**src/tpsc_map.svh**
```systemverilog
`ifndef TPSC_MAP_SVH
`define TPSC_MAP_SVH

// Register indices; byte address is four times the index
`define TPSC_IDX_RUN_CONTROL    3'h0
`define TPSC_IDX_RUN_STATUS     3'h1
`define TPSC_IDX_FRAME_WIDTH    3'h2
`define TPSC_IDX_FRAME_HEIGHT   3'h3
`define TPSC_IDX_COLOUR_FIRST   3'h4
`define TPSC_IDX_COLOUR_SECOND  3'h5
`define TPSC_IDX_COLOUR_THIRD   3'h6

// Field positions
`define TPSC_RUN_BIT            0
`define TPSC_STATUS_BIT         0

// Reset values
`define TPSC_RST_RUN            1'b0
`define TPSC_RST_WIDTH          16'h0020
`define TPSC_RST_HEIGHT         16'h0020
`define TPSC_RST_COLOUR         16'h0000

// Stream packet codes
`define TPSC_TYPE_CTRL          4'hF
`define TPSC_TYPE_IMAGE         4'h0
`define TPSC_SCAN_PROG          4'h0
`define TPSC_SCAN_FIELD0        4'h8
`define TPSC_SCAN_FIELD1        4'hC

// Bus answers
`define TPSC_RESP_OKAY          2'h0
`define TPSC_RESP_SLVERR        2'h2

`endif

```
**src/tpsc_pkg.sv**
```systemverilog
package tpsc_pkg;

  typedef enum logic [2:0] {
    SEQ_IDLE  = 3'b001,
    SEQ_START = 3'b010,
    SEQ_RUN   = 3'b100
  } tpsc_seq_state_t;

  typedef enum logic [4:0] {
    GEN_IDLE      = 5'b00001,
    GEN_CTRL_HDR  = 5'b00010,
    GEN_CTRL_BODY = 5'b00100,
    GEN_IMG_HDR   = 5'b01000,
    GEN_PIX       = 5'b10000
  } tpsc_gen_state_t;

  typedef struct packed {
    logic        run;
    logic [15:0] width;
    logic [15:0] height;
    logic [15:0] c_first;
    logic [15:0] c_second;
    logic [15:0] c_third;
  } tpsc_ctrl_t;

  typedef struct packed {
    tpsc_gen_state_t state;
    logic [15:0]     x;
    logic [15:0]     y;
    logic            valid;
    logic            sop;
    logic            eop;
    logic [47:0]     data;
    logic            done;
  } tpsc_gen_t;

endpackage

```
**src/tpsc_pkt_if.sv**
```systemverilog
interface tpsc_pkt_if;
  logic        start;
  logic [15:0] width;
  logic [15:0] lines;
  logic [3:0]  scan;
  logic [15:0] c_first;
  logic [15:0] c_second;
  logic [15:0] c_third;
  logic        done;

  modport seq (output start, width, lines, scan, c_first, c_second, c_third, input done);
  modport gen (input start, width, lines, scan, c_first, c_second, c_third, output done);
endinterface

```
**src/tpsc_pkt_gen.sv**
```systemverilog
`include "tpsc_map.svh"

module tpsc_pkt_gen
  import tpsc_pkg::*;
(
  input  wire logic        aclk,      // Clock
  input  wire logic        aresetn,   // Synchronous reset, active low
  tpsc_pkt_if.gen          pkt,       // Field request from the sequencer
  output logic             vid_valid, // Stream beat valid
  input  wire logic        vid_ready, // Stream beat accepted
  output logic [47:0]      vid_data,  // Stream beat data
  output logic             vid_sop,   // First beat of packet
  output logic             vid_eop    // Last beat of packet
);

  tpsc_gen_t q;
  tpsc_gen_t d;

  logic fire;
  logic last_x;
  logic last_y;

  always_comb
  begin
    d      = q;
    d.done = 1'b0;
    fire   = !q.valid || vid_ready;
    last_x = (q.x == pkt.width - 16'h0001);
    last_y = (q.y == pkt.lines - 16'h0001);
    if (fire)
    begin
      unique case (q.state)
        GEN_IDLE:
        begin
          d.valid = 1'b0;
          if (pkt.start)
          begin
            d.state = GEN_CTRL_HDR;
            d.valid = 1'b1;
            d.sop   = 1'b1;
            d.eop   = 1'b0;
            d.data  = {44'h0_0000_0000_0, `TPSC_TYPE_CTRL};
          end
        end
        GEN_CTRL_HDR:
        begin
          // Describes the image packet that follows
          d.state = GEN_CTRL_BODY;
          d.sop   = 1'b0;
          d.eop   = 1'b1;
          d.data  = {12'h000, pkt.scan, pkt.lines, pkt.width};
        end
        GEN_CTRL_BODY:
        begin
          d.state = GEN_IMG_HDR;
          d.sop   = 1'b1;
          d.eop   = 1'b0;
          d.data  = {44'h0_0000_0000_0, `TPSC_TYPE_IMAGE};
        end
        GEN_IMG_HDR:
        begin
          d.state = GEN_PIX;
          d.x     = 16'h0000;
          d.y     = 16'h0000;
          d.sop   = 1'b0;
          d.eop   = (pkt.width == 16'h0001) && (pkt.lines == 16'h0001);
          d.data  = {pkt.c_third, pkt.c_second, pkt.c_first};
        end
        GEN_PIX:
        begin
          if (last_x && last_y)
          begin
            d.state = GEN_IDLE;
            d.valid = 1'b0;
            d.eop   = 1'b0;
            d.done  = 1'b1;
          end
          else
          begin
            if (last_x)
            begin
              d.x = 16'h0000;
              d.y = q.y + 16'h0001;
            end
            else
            begin
              d.x = q.x + 16'h0001;
            end
            d.eop = (d.x == pkt.width - 16'h0001) && (d.y == pkt.lines - 16'h0001);
          end
        end
        default:
        begin
          d.state = GEN_IDLE;
          d.valid = 1'b0;
        end
      endcase
    end
  end

  always_ff @(posedge aclk)
  begin
    if (!aresetn)
    begin
      q       <= '0;
      q.state <= GEN_IDLE;
    end
    else
    begin
      q <= d;
    end
  end

  assign vid_valid = q.valid;
  assign vid_data  = q.data;
  assign vid_sop   = q.sop;
  assign vid_eop   = q.eop;
  assign pkt.done  = q.done;

endmodule

```
**src/tpsc_top.sv**
```systemverilog
// Added by the designer: the AXI4-Lite slave port.
`include "tpsc_map.svh"

// Behaviour
// - All control registers are 16 bits wide
// - Sample registers once per frame, hold copy
// - Control packet describes the following image packet
// - Interlaced: sample before first field only
// - Run bit at offset 0; cleared stops
// - Status bit high while producing a frame
// - Width at offset 2, 32 to maximum; not enforced, any written value is stored
// - Height at offset 3, 32 to maximum; not enforced, any written value is stored
// - Uniform colour from offsets 4, 5, 6
// - Colour registers exist only when enabled
module tpsc_top
  import tpsc_pkg::*;
#(
  parameter int MAX_WIDTH      = 1920, // Largest width intended for software; unused by the logic
  parameter int MAX_HEIGHT     = 1080, // Largest height intended for software; unused by the logic
  parameter bit INTERLACED     = 1'b0, // Output as field pairs
  parameter bit COLOUR_REGS_EN = 1'b1  // Uniform colour with run-time control
)
(
  input  wire logic        aclk,          // Clock, 125 MHz
  input  wire logic        aresetn,       // Synchronous reset, active low
  input  wire logic [4:0]  s_axi_awaddr,  // Write address
  input  wire logic [2:0]  s_axi_awprot,  // Write protection, ignored
  input  wire logic        s_axi_awvalid, // Write address valid
  output logic             s_axi_awready, // Write address ready
  input  wire logic [31:0] s_axi_wdata,   // Write data
  input  wire logic [3:0]  s_axi_wstrb,   // Write byte strobes
  input  wire logic        s_axi_wvalid,  // Write data valid
  output logic             s_axi_wready,  // Write data ready
  output logic [1:0]       s_axi_bresp,   // Write response
  output logic             s_axi_bvalid,  // Write response valid
  input  wire logic        s_axi_bready,  // Write response ready
  input  wire logic [4:0]  s_axi_araddr,  // Read address
  input  wire logic [2:0]  s_axi_arprot,  // Read protection, ignored
  input  wire logic        s_axi_arvalid, // Read address valid
  output logic             s_axi_arready, // Read address ready
  output logic [31:0]      s_axi_rdata,   // Read data
  output logic [1:0]       s_axi_rresp,   // Read response
  output logic             s_axi_rvalid,  // Read data valid
  input  wire logic        s_axi_rready,  // Read data ready
  output logic             vid_valid,     // Stream beat valid
  input  wire logic        vid_ready,     // Stream beat accepted by sink
  output logic [47:0]      vid_data,      // Stream beat: third, second, first sample
  output logic             vid_sop,       // First beat of packet
  output logic             vid_eop        // Last beat of packet
);

  typedef struct packed {
    logic            aw_held;
    logic [2:0]      aw_idx;
    logic            w_held;
    logic [15:0]     w_data;
    logic [1:0]      w_strb;
    logic            bvalid;
    logic [1:0]      bresp;
    logic            rvalid;
    logic [15:0]     rdata;
    logic [1:0]      rresp;
    tpsc_ctrl_t      regs;
    tpsc_ctrl_t      shadow;
    tpsc_seq_state_t state;
    logic            field;
    logic            start;
  } tpsc_top_t;

  tpsc_top_t q;
  tpsc_top_t d;

  tpsc_pkt_if pkt ();

  logic        status_bit;
  logic        wr_go;
  logic        wr_mapped;
  logic        rd_mapped;
  logic [2:0]  ar_idx;
  logic [15:0] rd_val;
  logic [15:0] wr_merged;
  logic [15:0] wr_old;

  function automatic logic idx_mapped(input logic [2:0] idx);
    logic ok;
    ok = (idx <= `TPSC_IDX_FRAME_HEIGHT);
    if (COLOUR_REGS_EN && (idx >= `TPSC_IDX_COLOUR_FIRST) && (idx <= `TPSC_IDX_COLOUR_THIRD))
    begin
      ok = 1'b1;
    end
    return ok;
  endfunction

  assign status_bit = (q.state != SEQ_IDLE);
  assign ar_idx     = s_axi_araddr[4:2];

  // Register read multiplexer
  always_comb
  begin
    rd_val    = 16'h0000;
    rd_mapped = idx_mapped(ar_idx);
    unique case (ar_idx)
      `TPSC_IDX_RUN_CONTROL:   rd_val[`TPSC_RUN_BIT] = q.regs.run;
      `TPSC_IDX_RUN_STATUS:    rd_val[`TPSC_STATUS_BIT] = status_bit;
      `TPSC_IDX_FRAME_WIDTH:   rd_val = q.regs.width;
      `TPSC_IDX_FRAME_HEIGHT:  rd_val = q.regs.height;
      `TPSC_IDX_COLOUR_FIRST:  rd_val = COLOUR_REGS_EN ? q.regs.c_first : 16'h0000;
      `TPSC_IDX_COLOUR_SECOND: rd_val = COLOUR_REGS_EN ? q.regs.c_second : 16'h0000;
      `TPSC_IDX_COLOUR_THIRD:  rd_val = COLOUR_REGS_EN ? q.regs.c_third : 16'h0000;
      default:                 rd_val = 16'h0000;
    endcase
  end

  // Current value of the write target, for byte-lane merging
  always_comb
  begin
    wr_old = 16'h0000;
    unique case (q.aw_idx)
      `TPSC_IDX_RUN_CONTROL:   wr_old[`TPSC_RUN_BIT] = q.regs.run;
      `TPSC_IDX_FRAME_WIDTH:   wr_old = q.regs.width;
      `TPSC_IDX_FRAME_HEIGHT:  wr_old = q.regs.height;
      `TPSC_IDX_COLOUR_FIRST:  wr_old = q.regs.c_first;
      `TPSC_IDX_COLOUR_SECOND: wr_old = q.regs.c_second;
      `TPSC_IDX_COLOUR_THIRD:  wr_old = q.regs.c_third;
      default:                 wr_old = 16'h0000;
    endcase
    wr_merged = {q.w_strb[1] ? q.w_data[15:8] : wr_old[15:8],
                 q.w_strb[0] ? q.w_data[7:0] : wr_old[7:0]};
  end

  assign wr_go     = q.aw_held && q.w_held && !q.bvalid;
  assign wr_mapped = idx_mapped(q.aw_idx);

  always_comb
  begin
    d       = q;
    d.start = 1'b0;

    // Write address and data are taken independently
    if (s_axi_awvalid && !q.aw_held)
    begin
      d.aw_held = 1'b1;
      d.aw_idx  = s_axi_awaddr[4:2];
    end
    if (s_axi_wvalid && !q.w_held)
    begin
      d.w_held = 1'b1;
      d.w_data = s_axi_wdata[15:0];
      d.w_strb = s_axi_wstrb[1:0];
    end

    if (wr_go)
    begin
      d.aw_held = 1'b0;
      d.w_held  = 1'b0;
      d.bvalid  = 1'b1;
      d.bresp   = wr_mapped ? `TPSC_RESP_OKAY : `TPSC_RESP_SLVERR;
      if (wr_mapped)
      begin
        unique case (q.aw_idx)
          `TPSC_IDX_RUN_CONTROL:   d.regs.run = wr_merged[`TPSC_RUN_BIT];
          `TPSC_IDX_FRAME_WIDTH:   d.regs.width = wr_merged;
          `TPSC_IDX_FRAME_HEIGHT:  d.regs.height = wr_merged;
          `TPSC_IDX_COLOUR_FIRST:  d.regs.c_first = wr_merged;
          `TPSC_IDX_COLOUR_SECOND: d.regs.c_second = wr_merged;
          `TPSC_IDX_COLOUR_THIRD:  d.regs.c_third = wr_merged;
          default:                 d.regs = q.regs;
        endcase
      end
    end
    else if (q.bvalid && s_axi_bready)
    begin
      d.bvalid = 1'b0;
    end

    // Read answer follows the address by one cycle
    if (s_axi_arvalid && !q.rvalid)
    begin
      d.rvalid = 1'b1;
      d.rdata  = rd_val;
      d.rresp  = rd_mapped ? `TPSC_RESP_OKAY : `TPSC_RESP_SLVERR;
    end
    else if (q.rvalid && s_axi_rready)
    begin
      d.rvalid = 1'b0;
    end

    // Frame sequencer
    unique case (q.state)
      SEQ_IDLE:
      begin
        // Stop point lies before the control values are taken
        if (q.regs.run)
        begin
          d.shadow = q.regs;
          d.field  = 1'b0;
          d.state  = SEQ_START;
        end
      end
      SEQ_START:
      begin
        d.start = 1'b1;
        d.state = SEQ_RUN;
      end
      SEQ_RUN:
      begin
        if (pkt.done)
        begin
          if (INTERLACED && !q.field)
          begin
            // Second field reuses the copy taken for the first
            d.field = 1'b1;
            d.state = SEQ_START;
          end
          else
          begin
            d.state = SEQ_IDLE;
          end
        end
      end
      default:
      begin
        d.state = SEQ_IDLE;
      end
    endcase
  end

  always_ff @(posedge aclk)
  begin
    if (!aresetn)
    begin
      q                 <= '0;
      q.state           <= SEQ_IDLE;
      q.regs.run        <= `TPSC_RST_RUN;
      q.regs.width      <= `TPSC_RST_WIDTH;
      q.regs.height     <= `TPSC_RST_HEIGHT;
      q.regs.c_first    <= `TPSC_RST_COLOUR;
      q.regs.c_second   <= `TPSC_RST_COLOUR;
      q.regs.c_third    <= `TPSC_RST_COLOUR;
      q.shadow.width    <= `TPSC_RST_WIDTH;
      q.shadow.height   <= `TPSC_RST_HEIGHT;
    end
    else
    begin
      q <= d;
    end
  end

  // Field geometry from the held copy only
  always_comb
  begin
    pkt.start    = q.start;
    pkt.width    = q.shadow.width;
    pkt.c_first  = COLOUR_REGS_EN ? q.shadow.c_first : 16'h0000;
    pkt.c_second = COLOUR_REGS_EN ? q.shadow.c_second : 16'h0000;
    pkt.c_third  = COLOUR_REGS_EN ? q.shadow.c_third : 16'h0000;
    if (!INTERLACED)
    begin
      pkt.lines = q.shadow.height;
      pkt.scan  = `TPSC_SCAN_PROG;
    end
    else if (!q.field)
    begin
      pkt.lines = q.shadow.height - (q.shadow.height >> 1);
      pkt.scan  = `TPSC_SCAN_FIELD0;
    end
    else
    begin
      pkt.lines = q.shadow.height >> 1;
      pkt.scan  = `TPSC_SCAN_FIELD1;
    end
  end

  tpsc_pkt_gen u_gen (
    .aclk      (aclk),
    .aresetn   (aresetn),
    .pkt       (pkt),
    .vid_valid (vid_valid),
    .vid_ready (vid_ready),
    .vid_data  (vid_data),
    .vid_sop   (vid_sop),
    .vid_eop   (vid_eop)
  );

  assign s_axi_awready = !q.aw_held;
  assign s_axi_wready  = !q.w_held;
  assign s_axi_bvalid  = q.bvalid;
  assign s_axi_bresp   = q.bresp;
  assign s_axi_arready = !q.rvalid;
  assign s_axi_rvalid  = q.rvalid;
  assign s_axi_rresp   = q.rresp;
  assign s_axi_rdata   = {16'h0000, q.rdata};

endmodule

```
**config.mk**
```make
export PLATFORM = sky130hd
export DESIGN_NAME = tpsc_top
export DESIGN_NICKNAME = d
export VERILOG_FILES = /design/src/tpsc_pkg.sv /design/src/tpsc_pkt_if.sv /design/src/tpsc_pkt_gen.sv /design/src/tpsc_top.sv
export VERILOG_INCLUDE_DIRS = /design/src /design/src/src
export SDC_FILE = /design/constraint.sdc
export NUM_CORES = 1
export LEC_CHECK = 0
export BUFFER_PORTS_ARGS = -buffer_cell sky130_fd_sc_hd__buf_2
export CELL_PAD_IN_SITES_DETAIL_PLACEMENT = 2
export CELL_PAD_IN_SITES_GLOBAL_PLACEMENT = 2
export CORE_ASPECT_RATIO = 0.9
export CORE_UTILIZATION = 25
export CTS_BUF_LIST = sky130_fd_sc_hd__clkbuf_16
export DETAILED_ROUTE_END_ITERATION = 8
export PLACE_DENSITY = 0.6
export SLEW_MARGIN = 15
export SYNTH_ARGS = -nofsm -noshare
export SYNTH_HDL_FRONTEND = slang
export SYNTH_SLANG_ARGS = --single-unit
```
**constraint.sdc**
```tcl
create_clock -name aclk -period 7.6 [get_ports aclk]
set_clock_uncertainty 0.2 [all_clocks]
set_input_delay 0.76 -clock aclk [delete_from_list [all_inputs] [get_ports aclk]]
set_output_delay 0.76 -clock aclk [all_outputs]
set_load 0.02 [all_outputs]
```
==> flow_summary_export.csv, run 1 <==
group,metric,value,unit
outcome,status,"finished clean",
final_layout,design_area,17400,sq um
hold_path,hold_path_class,"in -> reg",
worst_setup_path,crit_fanout,28,
timing,setup_violations,0,
grt,grt.overflow.total,0,
worst_setup_path,reg2reg_from,"pkt.width[0]$_SDFFE_PN0P_",
grt,grt_pass1_vias,15432,
worst_setup_path,arrival,5.29,ns
floorplanning,io_pins,152,
power_and_ir_drop,leakagePower,5.87,nW
route,viasPerCell,5.25,
final_layout,layout_common_cells,"nand2_1 (452), dfxtp_1 (297), a21oi_1 (269)",
final_layout,nNetsFinal,2052,
final_layout,antenna_cells,0,
worst_setup_path,cp.required,7.86,ns
grt,grt_pass1_wl,99800,um
place,postPlaceCellArea,16300,sq um
power_and_ir_drop,p_comb_share,6.8,%
timing,fmax,0.199,GHz
hold_path,hp-start,"s_axi_rready",
timing,finalWorstSetupSlack,2.57,ns
synth,ys_seq_elements,297,
synth,yosysSeqAreaShare,37.8,%
grt,grt_max_degree,111,
final_layout,seq_area,5950,sq um
clock_network,cts_hold_buf,0,
clock_network,cts-root-buf,"clkbuf_16",
power_and_ir_drop,clkPwrFrac,49.0,%
clock_network,cts.repair.resized,0,
worst_setup_path,rr_endpoint,"u_gen.q[81]$_SDFFE_PN0P_",
synth,async_flop_share,0,%
route,routed_wl,65700,um
place,place_congestion,0.868,
final_layout,multiInputGateArea,8500,sq um
floorplanning,die_area,64000,sq um
final_layout,fillers,7238,
clock_network,numCtsBuffers,38,
route,first_iter_violations,1015,
grt,antenna_found_initial,0,
power_and_ir_drop,swShare,26.9,%
route,wire_per_inst,23.1,um
power_and_ir_drop,internal_power,2.64,mW
timing,tns,0,ns
synth,ys.flop_type,"dfxtp_1",
worst_setup_path,r2r_setup_slack,2.57,ns
power_and_ir_drop,irDropWorstVdd,93.6,uV
place,dp.cells,2782,
hold_path,min_path_cells,2,
power_and_ir_drop,seq_power_share,44.1,%
synth,synth_warnings,0,
timing,slew_viol_final,0,
timing,final-hold-violation-count,0,
synth,synth_edf_count,0,
grt,grtUsageTotal,20.5,%
synth,synth.distinct_cells,84,
place,hpwl,45700,um
floorplanning,die_x,266,um
power_and_ir_drop,power_density,207,nW/um^2
job,maxCapViolations,0,
floorplanning,start_util,25.5,%
clock_network,cts_tree,"yes",
place,pre_cts_ws,2.60,ns
synth,syn-cell-area,15700,sq um
route,drc_errors,0,
clock_network,cts_sinks,297,
floorplanning,core_area,61800,sq um
timing,min_period_over_period,66.2,%
place,port_buffers,105,
power_and_ir_drop,p_total,3.61,mW
timing,period_minus_slack,5.03,ns
floorplanning,die_height,240,um
synth,syn_inst,2056,
hold_path,hold_end,"s_axi_rvalid$_SDFFE_PN0P_",
clock_network,clk_latency,0.57,ns
timing,rsz0062_at_grt,"no",
final_layout,final_common_cell,"nand2_1",
final_layout,finalNonFillerCells,2849,
worst_setup_path,rr_worst_depth,13,
clock_network,cts_setup_buffers,0,
clock_network,clk_pin_slew,0.06,ns
worst_setup_path,crit_type,"reg -> reg",
route,drtPass1Iterations,5,
final_layout,drive_above_1_share,11.4,%
clock_network,h-tree-depth,2,
timing,worst_pin_slew,1.15,ns
route,ant_nets,0,
worst_setup_path,cp-end-kind,"flip-flop",
route,vias,14961,
final_layout,area_delta_synth_final,10.8,%
timing,slew_headroom,23.0,%
synth,avgSynthCellArea,7.66,sq um
worst_setup_path,startpoint_type,"flip-flop",
floorplanning,rows,86,
power_and_ir_drop,switchingPower,970,uW
clock_network,clock_path_buffers,3,
[how the worst max path moves through the flow]
stage / start / end / slack, ns / cells after the start
floorplan: pkt.width[0]$_SDFFE_PN0P_ / u_gen.vid_eop$_SDFFE_PN0P_ / 3.96 / 15
global placement: pkt.width[0]$_SDFFE_PN0P_ / u_gen.q[81]$_SDFFE_PN0P_ / 2.62 / 13
detailed placement: pkt.width[0]$_SDFFE_PN0P_ / u_gen.q[81]$_SDFFE_PN0P_ / 2.60 / 13
CTS: pkt.width[0]$_SDFFE_PN0P_ / u_gen.q[81]$_SDFFE_PN0P_ / 2.55 / 13
global route: pkt.width[0]$_SDFFE_PN0P_ / u_gen.q[71]$_SDFFE_PN0P_ / 2.21 / 13
finish: pkt.width[0]$_SDFFE_PN0P_ / u_gen.q[81]$_SDFFE_PN0P_ / 2.57 / 13
[state kept, by name (all words and copies together) (netlist names)]
signal	cells
u_gen.vid_eop	1
u_gen.q	37
s_axi_bresp	1
s_axi_rdata	16
u_gen.pkt.done	1
u_gen.vid_sop	1
u_gen.vid_data	48
pkt.start	1
pkt.width	16
s_axi_bvalid	1
s_axi_rvalid	1
pkt.c_first	16
pkt.lines	16
u_gen.vid_valid	1
pkt.c_second	16
q	107
s_axi_rresp	1
pkt.c_third	16
[worst max-delay path, stage by stage (launching register included)]
cell	delay, ns
dfxtp_1	0.43
inv_1	0.16
ha_1	0.27
or3b_1	0.55
nor4_2	0.42
xnor3_1	0.32
nand4_1	0.18
nor4_4	0.05
buf_4	0.23
a31oi_4	0.41
nand2_2	0.40
nor2_1	0.87
nand2_1	0.14
a311oi_2	0.29
[kinds of logic (layout without fill, tap and decap cells)]
logic type	after synthesis	in the layout	synth area share, %
xor+xnor	88	88	5.48
mux	43	43	2.88
other cells	1	18	0.0238
simple gates	846	846	24.8
compound gates	495	495	19.6
fa+ha+maj	6	6	0.477
buf+inv	280	220	8.98
flops	297	297	37.8
[per-layer routing]
layer | track usage (%) | vias up | wire length, um
li1 | - | 6907 | -
met1 | 30.7 | 7682 | 33500
met2 | 31.5 | 310 | 28600
met3 | 2.09 | 62 | 2670
met4 | 4.28 | 0 | 974
met5 | 0 | - | 0
[metrics by stage]
stage	hold slack [ns]	utilization, %
floorplan	0.232	-
global placement	0.240	26.3
detailed placement	0.251	26.3
CTS	0.162	28.2
global route	0.176	28.2
finish	0.186	28.2
[final cells by class]
| class | count | area share [%] |
|---|---|---|
| sequential | 297 | 34.1 |
| inverter | 33 | 0.753 |
| multi-input combinational | 1496 | 48.7 |
| clock inverter | 28 | 1.20 |
| timing repair buffer | 120 | 3.66 |
| tap | 836 | 6.00 |
| clock buffer | 39 | 5.60 |
[power by group through the flow]
stage | combinational, mW | clock [mW] | sequential (mW)
finish | 0.247 | 1.77 | 1.59
global placement | 0.240 | 0 | 1.63
floorplan | 0.176 | 0 | 1.62
CTS | 0.247 | 1.82 | 1.59
detailed placement | 0.246 | 0 | 1.63
global route | 0.266 | 1.87 | 1.59
[Yosys cell counts, types with 15 or more instances]
master / n / area, sq um
buf_4: 86 / 646
nor2_1: 118 / 443
mux2i_1: 25 / 250
nand3_1: 42 / 210
or3_1: 25 / 156
o21ai_0: 54 / 270
nor2b_1: 17 / 106
nand4_1: 21 / 131
nand2_1: 453 / 1700
inv_1: 31 / 116
a221oi_1: 64 / 561
a211oi_1: 24 / 180
a21oi_1: 270 / 1350
dfxtp_1: 297 / 5950
mux2_2: 18 / 203
nor3_1: 63 / 315
xnor2_1: 57 / 499
a22o_1: 15 / 131
xor2_1: 24 / 210
clkbuf_1: 143 / 537
Power figures use the tool's default switching activity.
==> run 2, diff against run 1 <==
- clock period: 7.6 -> 4.9 ns (I/O delays scaled with it)
==> run 2 against run 1 <==
- global-route usage down 0.058 points
- utilization up 0.55 points
- first-iteration DRC count down 9.3%
- clock power up 53%
- fmax up 13%
- routed wire length up 0.56%
- via count up 0.66%
- largest power group unchanged
- highest routed layer unchanged
==> flow_summary_export.csv, run 2 (same netlist as run 1, synthesis figures left out) <==
group,metric,value,unit
route,ant_nets,0,
grt,grt_max_degree,137,
timing,final-hold-violation-count,0,
power_and_ir_drop,internal_power,4.10,mW
route,routed_wl,66100,um
final_layout,layout_common_cells,"nand2_1 (452), dfxtp_1 (297), a21oi_1 (269)",
power_and_ir_drop,p_comb_share,7.3,%
timing,min_period_over_period,90.7,%
power_and_ir_drop,swShare,26.5,%
worst_setup_path,cp_slowest_cell,"nor2_1",
clock_network,clk_pin_slew,0.06,ns
route,first_iter_violations,921,
power_and_ir_drop,clkPwrFrac,48.5,%
floorplanning,core_area,61800,sq um
floorplanning,rows,86,
clock_network,cts_tree,"yes",
clock_network,cts.repair.resized,0,
worst_setup_path,r2r_setup_slack,0.46,ns
route,viasPerCell,5.22,
timing,worst_pin_slew,1.23,ns
final_layout,largest_reg_flops,107,
floorplanning,start_util,25.5,%
final_layout,final_common_cell,"nand2_1",
final_layout,antenna_cells,0,
timing,slew_headroom,18.2,%
floorplanning,io_pins,152,
final_layout,final_util,28.8,%
final_layout,area_delta_synth_final,13.0,%
floorplanning,die_height,240,um
worst_setup_path,cp-end-kind,"flip-flop",
job,maxCapViolations,0,
floorplanning,die_x,266,um
route,vias,15060,
floorplanning,die_area,64000,sq um
timing,period_minus_slack,4.44,ns
place,port_buffers,105,
clock_network,h-tree-depth,2,
grt,grt_pass1_vias,15551,
clock_network,clock_path_buffers,3,
worst_setup_path,crit_fanout,14,
grt,grtUsageTotal,20.5,%
grt,grt_pass1_wl,99600,um
worst_setup_path,critical_path.max_stage_delay,0.72,ns
route,wire_per_inst,22.9,um
power_and_ir_drop,irDropWorstVdd,245,uV
clock_network,cts-root-buf,"clkbuf_16",
worst_setup_path,cp.required,5.16,ns
power_and_ir_drop,seq_power_share,44.2,%
power_and_ir_drop,switchingPower,1.47,mW
timing,rsz0062_at_grt,"no",
grt,antenna_found_initial,2,
worst_setup_path,startpoint_type,"flip-flop",
worst_setup_path,crit_path_cell_trace,"inv_1 > ha_1 > or3b_1 > nor4_2 > xnor3_1 > nand4_1 > nor4_4 > buf_4 > a31oi_4 > nand2_2 > nor2_1 > nand2_1 > a311oi_2",
clock_network,cts_setup_buffers,0,
place,hpwl,45500,um
timing,slew_viol_final,0,
route,drc_errors,0,
worst_setup_path,crit_family,"simple AND/OR/NAND/NOR gates",
power_and_ir_drop,leakagePower,6.02,nW
grt,grt.overflow.total,0,
worst_setup_path,crit_type,"reg -> reg",
clock_network,clk_latency,0.55,ns
final_layout,drive_above_1_share,11.9,%
clock_network,cts_sinks,297,
clock_network,numCtsBuffers,38,
place,place_congestion,0.852,
hold_path,hold_path_class,"in -> reg",
route,drtPass1Iterations,5,
worst_setup_path,crit_buf_inv,2,
timing,fmax,0.225,GHz
worst_setup_path,arrival,4.70,ns
outcome,status,"finished clean",
clock_network,cts_hold_buf,24,
final_layout,nNetsFinal,2090,
power_and_ir_drop,power_density,314,nW/um^2
timing,tns,0,ns
final_layout,largest_register,"q",
timing,setup_violations,0,
==> run 2: cell types whose count changed in the layout (fill, tap and decap cells not counted), moves of 2 or more <==
cell | before | now
clkinv_8 | 2 | 0
clkinv_4 | 3 | 1
inv_6 | 0 | 2
dlygate4sd3_1 | 0 | 24
buf_4 | 15 | 28
clkinv_1 | 6 | 10
inv_1 | 40 | 36
==> run 2: through the flow <==
step,setup WS (ns),cells,cell area [sq um],hold WS (ns),total power [mW]
6_report,0.455,2887,17800,0.0449,5.57
5_1_grt,0.176,2887,17800,0.0416,5.79
4_1_cts,0.423,2887,17800,0.0112,5.67
3_5_place_dp,0.478,2796,16400,0.245,2.91
3_3_place_gp,0.588,2796,16400,0.242,2.90
2_1_floorplan,1.26,2073,15800,0.232,2.78
==> run 2: layout make-up <==
type,count,area (sq um)
Clock inverter,28,189
Sequential cell,297,5950
Clock buffer,39,976
Multi-Input combinational cell,1496,8500
Fill cell,7208,44000
Inverter,33,131
Tap cell,836,1050
Timing Repair Buffer,158,996
==> run 2: worst paths after layout <==
| kind | cells after the start | startpoint | to |
|---|---|---|---|
| setup / recovery | 13 | pkt.width[1]$_SDFFE_PN0P_ | u_gen.q[81]$_SDFFE_PN0P_ |
| hold / removal | 3 | s_axi_arvalid | s_axi_rvalid$_SDFFE_PN0P_ |
| setup reg to reg | 13 | pkt.width[1]$_SDFFE_PN0P_ | u_gen.q[81]$_SDFFE_PN0P_ |
| hold reg to reg | 2 | u_gen.vid_data[33]$_SDFFE_PN0P_ | u_gen.vid_data[33]$_SDFFE_PN0P_ |
==> run 2: routing by layer <==
metal,share of wire (%),track usage (%),wire length [um],vias up
li1,-,-,-,6972
met1,50,29.5,32800,7692
met2,43,31.5,28700,321
met3,4.9,3.25,3240,75
met4,2.0,5.26,1330,0
met5,0,0,0,-
==> run 2: power groups by stage <==
stage / clock, mW / sequential (mW) / combinational, mW
CTS: 2.80 / 2.47 / 0.404
detailed placement: 0 / 2.52 / 0.388
finish: 2.70 / 2.47 / 0.405
floorplan: 0 / 2.51 / 0.272
global route: 2.89 / 2.47 / 0.438
global placement: 0 / 2.52 / 0.379
==> run 2: worst register-to-register path: cells and delay by family (launching register included) <==
kind / cells / cell delay [ns]
AO/OA/AOI/OAI: 2 / 0.70
XOR/XNOR: 1 / 0.32
adder cells (fa/ha/maj): 1 / 0.24
buffers and inverters: 2 / 0.31
flip-flops: 1 / 0.38
AND/OR/NAND/NOR: 7 / 2.20
